### config.mk
export PLATFORM = sky130hd
export DESIGN_NAME = rpd_reset_power_down_control
export DESIGN_NICKNAME = d
export VERILOG_FILES = /design/src/rpd_pkg.sv /design/src/rpd_reset_power_down_control.sv /design/src/rpd_sync2.sv
export VERILOG_INCLUDE_DIRS = /design/src
export SDC_FILE = /design/constraint.sdc
export NUM_CORES = 1
export LEC_CHECK = 0
export BUFFER_PORTS_ARGS = -buffer_cell sky130_fd_sc_hd__buf_2
export CAP_MARGIN = 20
export CORE_ASPECT_RATIO = 1.5
export CORE_UTILIZATION = 50
export DETAILED_ROUTE_END_ITERATION = 8
export PLACE_DENSITY = 0.76
export SLEW_MARGIN = 20
export SYNTH_ARGS = -nofsm -noshare
export SYNTH_HDL_FRONTEND = slang
export SYNTH_SLANG_ARGS = --single-unit
export TNS_END_PERCENT = 100
### constraint.sdc
create_clock -name clk_i -period 2.22 [get_ports clk_i]
set_input_delay 0.444 -clock clk_i [delete_from_list [all_inputs] [get_ports clk_i]]
set_output_delay 0.444 -clock clk_i [all_outputs]
set_load 0.05 [all_outputs]
### src/rpd_cfg.svh
`ifndef RPD_CFG_SVH
`define RPD_CFG_SVH

// ***********************************************
// Timing
// ***********************************************
`define RPD_CLK_MHZ 20
`define RPD_RST_LOW_NS 5000
`define RPD_RST_LOW_CYC ((`RPD_RST_LOW_NS * `RPD_CLK_MHZ + 999) / 1000)

// ***********************************************
// Addresses and reset values
// ***********************************************
`define RPD_RESET_VECTOR 16'h0100
`define RPD_APP_START 16'h0400
`define RPD_BT_WIDTH 8
`define RPD_BT_RESET 8'h00
`endif

### src/rpd_pkg.sv
package rpd_pkg;
	typedef enum logic [2:0]
	{
		RPD_ST_RESET = 3'b000,
		RPD_ST_STAB = 3'b001,
		RPD_ST_VECTOR = 3'b010,
		RPD_ST_RUN = 3'b011,
		RPD_ST_IDLE = 3'b100,
		RPD_ST_STOP = 3'b101
	} rpd_state_t;
endpackage : rpd_pkg

### src/rpd_reset_power_down_control.sv
`timescale 1ns/1ns
`include "rpd_cfg.svh"
module rpd_reset_power_down_control
	import rpd_pkg::*;
#(
	parameter int BT_WIDTH = `RPD_BT_WIDTH
)
(
	input wire logic clk_i, // System clock.
	input wire logic resetn_i, // Synchronous reset, active low.
	input wire logic power_good_i, // Supply at operating level (pin domain).
	input wire logic ext_resetn_i, // Card reset pin, active low.
	input wire logic vdd_abnormal_i, // Supply detector out of range.
	input wire logic freq_abnormal_i, // Clock detector out of range.
	input wire logic abn_reset_en_i, // Security control: abnormal reset on.
	input wire logic clk_undivided_i, // Clock control: CPU clock undivided.
	input wire logic idle_req_i, // CPU executes idle, one-cycle pulse.
	input wire logic stop_req_i, // CPU executes stop, one-cycle pulse.
	input wire logic irq_i, // Pending interrupt, level.
	input wire logic bt_clear_i, // Software clears watchdog, pulse.
	output logic cpu_resetn_o, // CPU reset, active low.
	output logic cpu_clk_en_o, // CPU clock gate enable.
	output logic cpu_clk_div_o, // CPU clock divider toggle.
	output logic periph_clk_en_o, // Peripheral clock gate enable.
	output logic load_pc_o, // Pulse: load program counter.
	output logic [15:0] pc_value_o, // Program counter value to load.
	output logic wake_irq_o, // Pulse: interrupt wake; idle resumes, stop holds CPU reset then vectors.
	output logic vdd_abnormal_o, // Supply abnormal flag.
	output logic freq_abnormal_o, // Frequency abnormal flag.
	output logic [1:0] reset_cause_o // 0 power, 1 pin, 2 watchdog, 3 abnormal.
);
	initial
	begin
		if (BT_WIDTH < 2 || BT_WIDTH > 16)
			$error("BT_WIDTH out of range");
	end

	// ***********************************************
	// Input synchronisers
	// ***********************************************
	logic pg_s;
	logic pin_s;
	logic vab_s;
	logic fab_s;

	rpd_sync2 u_pg (.clk_i(clk_i), .resetn_i(resetn_i), .rst_val_i(1'b0),
		.d_i(power_good_i), .q_o(pg_s));
	rpd_sync2 u_pin (.clk_i(clk_i), .resetn_i(resetn_i), .rst_val_i(1'b1),
		.d_i(ext_resetn_i), .q_o(pin_s));
	rpd_sync2 u_vab (.clk_i(clk_i), .resetn_i(resetn_i), .rst_val_i(1'b0),
		.d_i(vdd_abnormal_i), .q_o(vab_s));
	rpd_sync2 u_fab (.clk_i(clk_i), .resetn_i(resetn_i), .rst_val_i(1'b0),
		.d_i(freq_abnormal_i), .q_o(fab_s));

	// ***********************************************
	// Reset sources
	// ***********************************************
	rpd_state_t st_q;
	rpd_state_t st_d;
	logic [BT_WIDTH-1:0] bt_q;
	logic [BT_WIDTH-1:0] bt_d;
	logic pin_q;
	logic pin_d;
	logic [1:0] cause_q;
	logic [1:0] cause_d;
	logic bt_ovf;
	logic por_evt;
	logic pin_low;
	logic pin_rise;
	logic wdt_evt;
	logic abn_evt;
	logic any_src;

	assign bt_ovf = &bt_q;
	// Low supply itself is the trigger and holds reset until power-good rises.
	assign por_evt = !pg_s;
	// The sequence starts on release, so a held-low pin keeps reset asserted.
	assign pin_low = !pin_s;
	assign pin_rise = pin_s && !pin_q;
	assign wdt_evt = (st_q == RPD_ST_RUN) && bt_ovf;
	assign abn_evt = abn_reset_en_i && (vab_s || fab_s);
	assign any_src = por_evt || pin_low || pin_rise || wdt_evt || abn_evt;

	// ***********************************************
	// Sequencer
	// ***********************************************
	always_comb
	begin
		st_d = st_q;
		bt_d = bt_q + 1'b1;
		pin_d = pin_s;
		cause_d = cause_q;
		unique case (st_q)
			RPD_ST_RESET:
			begin
				bt_d = BT_WIDTH'(`RPD_BT_RESET);
				if (!any_src)
					st_d = RPD_ST_STAB;
			end
			RPD_ST_STAB:
				if (bt_ovf)
					st_d = RPD_ST_VECTOR;
			RPD_ST_VECTOR:
				st_d = RPD_ST_RUN;
			RPD_ST_RUN:
			begin
				if (bt_clear_i)
					bt_d = BT_WIDTH'(`RPD_BT_RESET);
				if (stop_req_i)
					st_d = RPD_ST_STOP;
				else if (idle_req_i)
					st_d = RPD_ST_IDLE;
			end
			RPD_ST_IDLE:
				if (irq_i)
					st_d = RPD_ST_RUN;
			RPD_ST_STOP:
			begin
				// The basic timer freezes; the CPU clock divider toggle keeps running.
				bt_d = bt_q;
				if (irq_i)
				begin
					// Stop wake must re-time the oscillator before running.
					bt_d = BT_WIDTH'(`RPD_BT_RESET);
					st_d = RPD_ST_STAB;
				end
			end
			default:
				st_d = RPD_ST_RESET;
		endcase
		if (any_src)
		begin
			st_d = RPD_ST_RESET;
			bt_d = BT_WIDTH'(`RPD_BT_RESET);
			if (por_evt)
				cause_d = 2'h0;
			else if (pin_low || pin_rise)
				cause_d = 2'h1;
			else if (wdt_evt)
				cause_d = 2'h2;
			else
				cause_d = 2'h3;
		end
		if (!resetn_i)
		begin
			st_d = RPD_ST_RESET;
			bt_d = BT_WIDTH'(`RPD_BT_RESET);
			pin_d = 1'b1;
			cause_d = 2'h0;
		end
	end

	always_ff @(posedge clk_i)
	begin
		st_q <= st_d;
		bt_q <= bt_d;
		pin_q <= pin_d;
		cause_q <= cause_d;
	end

	// ***********************************************
	// Outputs
	// ***********************************************
	logic cpu_resetn_d;
	logic cpu_clk_en_d;
	logic cpu_clk_div_d;
	logic periph_clk_en_d;
	logic load_pc_d;
	logic [15:0] pc_value_d;
	logic wake_irq_d;
	logic vab_d;
	logic fab_d;
	logic vec_done_q;
	logic vec_done_d;

	always_comb
	begin
		// CPU stays in reset through the whole stabilization count.
		cpu_resetn_d = (st_d != RPD_ST_RESET)
			&& (st_d != RPD_ST_STAB);
		cpu_clk_en_d = (st_d == RPD_ST_RUN)
			|| (st_d == RPD_ST_VECTOR);
		periph_clk_en_d = (st_d != RPD_ST_STOP);
		cpu_clk_div_d = clk_undivided_i ? 1'b1 : !cpu_clk_div_o;
		load_pc_d = 1'b0;
		pc_value_d = pc_value_o;
		vec_done_d = vec_done_q;
		wake_irq_d = 1'b0;
		if (st_q == RPD_ST_STAB && st_d == RPD_ST_VECTOR)
		begin
			load_pc_d = 1'b1;
			pc_value_d = `RPD_RESET_VECTOR;
			vec_done_d = 1'b0;
		end
		else if (st_q == RPD_ST_VECTOR && !vec_done_q)
		begin
			// The vector jumps on to the application start.
			load_pc_d = 1'b1;
			pc_value_d = `RPD_APP_START;
			vec_done_d = 1'b1;
		end
		if ((st_q == RPD_ST_IDLE || st_q == RPD_ST_STOP) && irq_i && !any_src)
			wake_irq_d = 1'b1;
		vab_d = vab_s;
		fab_d = fab_s;
		if (!resetn_i)
		begin
			cpu_resetn_d = 1'b0;
			cpu_clk_en_d = 1'b0;
			cpu_clk_div_d = 1'b0;
			periph_clk_en_d = 1'b1;
			load_pc_d = 1'b0;
			pc_value_d = `RPD_RESET_VECTOR;
			vec_done_d = 1'b0;
			wake_irq_d = 1'b0;
			vab_d = 1'b0;
			fab_d = 1'b0;
		end
	end

	always_ff @(posedge clk_i)
	begin
		cpu_resetn_o <= cpu_resetn_d;
		cpu_clk_en_o <= cpu_clk_en_d;
		cpu_clk_div_o <= cpu_clk_div_d;
		periph_clk_en_o <= periph_clk_en_d;
		load_pc_o <= load_pc_d;
		pc_value_o <= pc_value_d;
		vec_done_q <= vec_done_d;
		wake_irq_o <= wake_irq_d;
		vdd_abnormal_o <= vab_d;
		freq_abnormal_o <= fab_d;
	end
	assign reset_cause_o = cause_q;
endmodule : rpd_reset_power_down_control

### src/rpd_sync2.sv
`timescale 1ns/1ns
module rpd_sync2
(
	input wire logic clk_i, // Clock.
	input wire logic resetn_i, // Synchronous reset, active low.
	input wire logic rst_val_i, // Value held during reset.
	input wire logic d_i, // Asynchronous level.
	output logic q_o // Synchronised level.
);
	logic s1_q;
	logic s1_d;
	logic s2_d;

	always_comb
	begin
		s1_d = d_i;
		s2_d = s1_q;
		if (!resetn_i)
		begin
			s1_d = rst_val_i;
			s2_d = rst_val_i;
		end
	end

	always_ff @(posedge clk_i)
	begin
		s1_q <= s1_d;
		q_o <= s2_d;
	end
endmodule : rpd_sync2

==> flow_summary_export.csv <==
group,metric,value,unit
outcome,status,"complete, no violations",
global_route,grt_pass1_wl,3820,um
synthesis,synth_top_area_share,46.7,%
floorplanning,coreArea,2530,um^2
timing,grt_setup_unrepaired,"no",
synthesis,synth_cell_types,43,
cts,hold_buffers,0,
setup_path,required,2.46,ns
cells_and_area,drive_above_1_share,21.4,%
timing,setup_viol,0,
detailed_routing,num_vias,986,
cells_and_area,largest_reg_flops,8,
cts,clk_pin_slew,0.11,ns
cells_and_area,multi_input_area,626,um^2
timing,finalHoldViolCount,0,
setup_path,worst_setup_path_start_kind,"flop",
synthesis,ys_ff_latch,32,
cts,clockBufferDepth,2,
hold_path,hold_class,"in2reg",
cells_and_area,top_register,"bt_q",
cells_and_area,syn2layout_area_growth,9.03,%
synthesis,netlist_area,1370,um^2
timing,min_period,1.73,ns
cts,clk_latency,0.33,ns
detailed_routing,post_drt_wl_per_cell,11.5,um
detailed_routing,drt_wl_total,2340,um
synthesis,synth_flop_cell,"dfxtp_1",
cts,tritoncts,"yes",
synthesis,synth_top_area_cell,"dfxtp_1",
synthesis,synth_edf_count,0,
place,gp_routability_congestion,0.772,
cells_and_area,final_nets,180,
timing,fin_tns_setup,0,ns
setup_path,crit_slowest_cell,"nor3_1",
global_route,grtUsageTotal,18.0,%
cells_and_area,fillCellCount,254,
synthesis,synthCells,145,
cts,cts.sinks,32,
detailed_routing,dr.first_iter.drc_count,17,
cts,postCtsSetupRepairBufs,0,
place,dp_hpwl,1720,um
cts,htree_levels,2,
cts,ctsResizeCount,0,
global_route,grt_overflow,0,
timing,post-route-period-util,77.8,%
cells_and_area,final_util,59.0,%
floorplanning,die_w,44.8,um
setup_path,crit_chain,"ha_1 -> nand4b_1 -> nor3_1 -> o211ai_1 -> and3_2",
detailed_routing,final_antenna_net_count,0,
job,cap_violations,0,
setup_path,critPathMaxFanout,5,
floorplanning,io_pins,38,
setup_path,cp-end-kind,"flop",
pwr,irDropWorstVdd,0.491,mV
synthesis,async_flop_share,0,%
setup_path,cp.arrival,1.97,ns
detailed_routing,drc,0,
detailed_routing,drtPass1Iterations,4,
setup_path,crit_type,"reg2reg",
detailed_routing,via_per_inst,4.83,
setup_path,cpPeakStageDelay,0.46,ns
timing,tightest_slew,0.602,ns
timing,fmax,0.579,GHz
pwr,p_leak,0.660,nW
synthesis,ys_top_cells_by_area,"dfxtp_1, buf_4, nor2_1",
synthesis,yosys_warnings,0,
place,port_buffers,23,
cts,numCtsBuffers,5,
pwr,power_density,682,nW/um^2
floorplanning,dieArea,2960,um^2
timing,slew_viol_final,0,
timing,max-slew-margin-rel,58.8,%
cells_and_area,seq_area,641,um^2
global_route,grt_max_degree,18,
floorplanning,initial_core_util,54.2,%
cts,root_buffer,"clkbuf_4",
cells_and_area,diodes,0,
floorplanning,num_rows,22,
timing,fin_skew,0.0113,ns
floorplanning,fp.dieH,66.1,um
global_route,grt_antenna_before_repair,0,
global_route,grt_pass1_vias,935,
synthesis,synth-seq-area-share,46.7,%
synthesis,syn_avg_cell_area,9.46,um^2
-- through the flow --
stage	hold WS, ns	worst slack, ns	cell area (um^2)	power (mW)	instances
2_1_floorplan	0.385	0.661	1420	0.701	158
3_3_place_gp	0.389	0.470	1430	0.697	196
3_5_place_dp	0.407	0.398	1430	0.700	196
4_1_cts	0.272	0.498	1500	1.03	204
5_1_grt	0.273	0.339	1500	1.06	204
6_report	0.283	0.493	1500	1.02	204
-- layout make-up --
cell class                 instances  share of cell area (%)
timing repair buffer              23                    7.70
multi-input combinational        103                    41.8
clock inverter                     3                    1.59
tap                               36                    3.01
inverter                           2                   0.502
sequential                        32                    42.8
clock buffer                       5                    2.51
-- layout by cell type, fill, tap and decap left out, types with 2 or more instances in the layout --
| master | instances |
|---|---|
| o21ai_0 | 3 |
| and2_1 | 9 |
| or2b_1 | 3 |
| nand4_1 | 4 |
| a21boi_0 | 3 |
| nand2_1 | 5 |
| xor2_1 | 6 |
| buf_2 | 23 |
| and4_1 | 2 |
| conb_1 | 14 |
| clkinvlp_4 | 2 |
| nor2_1 | 16 |
| dfxtp_1 | 32 |
| clkbuf_4 | 5 |
| and3_1 | 3 |
| nor2b_1 | 3 |
| nand3_1 | 5 |
| inv_1 | 2 |
| nand2b_1 | 3 |
| a211oi_1 | 2 |
-- cells in the mapped netlist (2+ instances only) --
cell type,n
dfxtp_1,32
nor2_1,16
buf_4,15
and2_1,9
xor2_1,6
nand2_1,5
nand3_1,5
nand4_1,4
a21boi_0,3
and3_1,3
buf_2,3
nand2b_1,3
nor2b_1,3
o21ai_0,3
or2b_1,3
a211oi_1,2
and4_1,2
clkbuf_1,2
inv_1,2
-- final timing paths --
kind / startpoint / depth (start not counted) / slack, ns / endpoint
min reg2reg: u_pin.s1_q / 1 / 0.42 / u_pin.q_o
max reg2reg: bt_q[0] / 5 / 0.49 / reset_cause_o[0]
min: ext_resetn_i / 2 / 0.28 / u_pin.s1_q
max: bt_q[0] / 5 / 0.49 / reset_cause_o[0]
-- where the power goes --
group / internal [mW] / switching, mW
Clock: 0.124 / 0.208
Combinational: 0.0202 / 0.0769
Sequential: 0.584 / 0.00531
-- kinds of logic after synthesis --
logic type	after synthesis	synth area share, %
buffers and inverters	23	11.2
AOI/OAI and AO/OA	19	10.6
muxes	1	0.730
xor gates and xnor gates	7	4.47
and+or+nand+nor	61	25.1
DFF	32	46.7
adders and majority gates	1	0.912
other	1	0.273
-- worst max-delay path: cells and delay by family, from the launching register on --
kind	cells	cell delay [ns]
compound gates	1	0.17
fa+ha+maj	1	0.23
simple gates	3	0.85
flops	1	0.39
-- per-layer routing --
layer | GRT usage [%] | part of all wire (%) | vias to the layer above
li1 | - | - | 513
met4 | 9.09 | 2.0 | 0
met5 | 0 | 0 | -
met2 | 30.3 | 54 | 20
met1 | 19.5 | 40 | 447
met3 | 5.74 | 3.7 | 6
(Power assumes the default switching activity.)
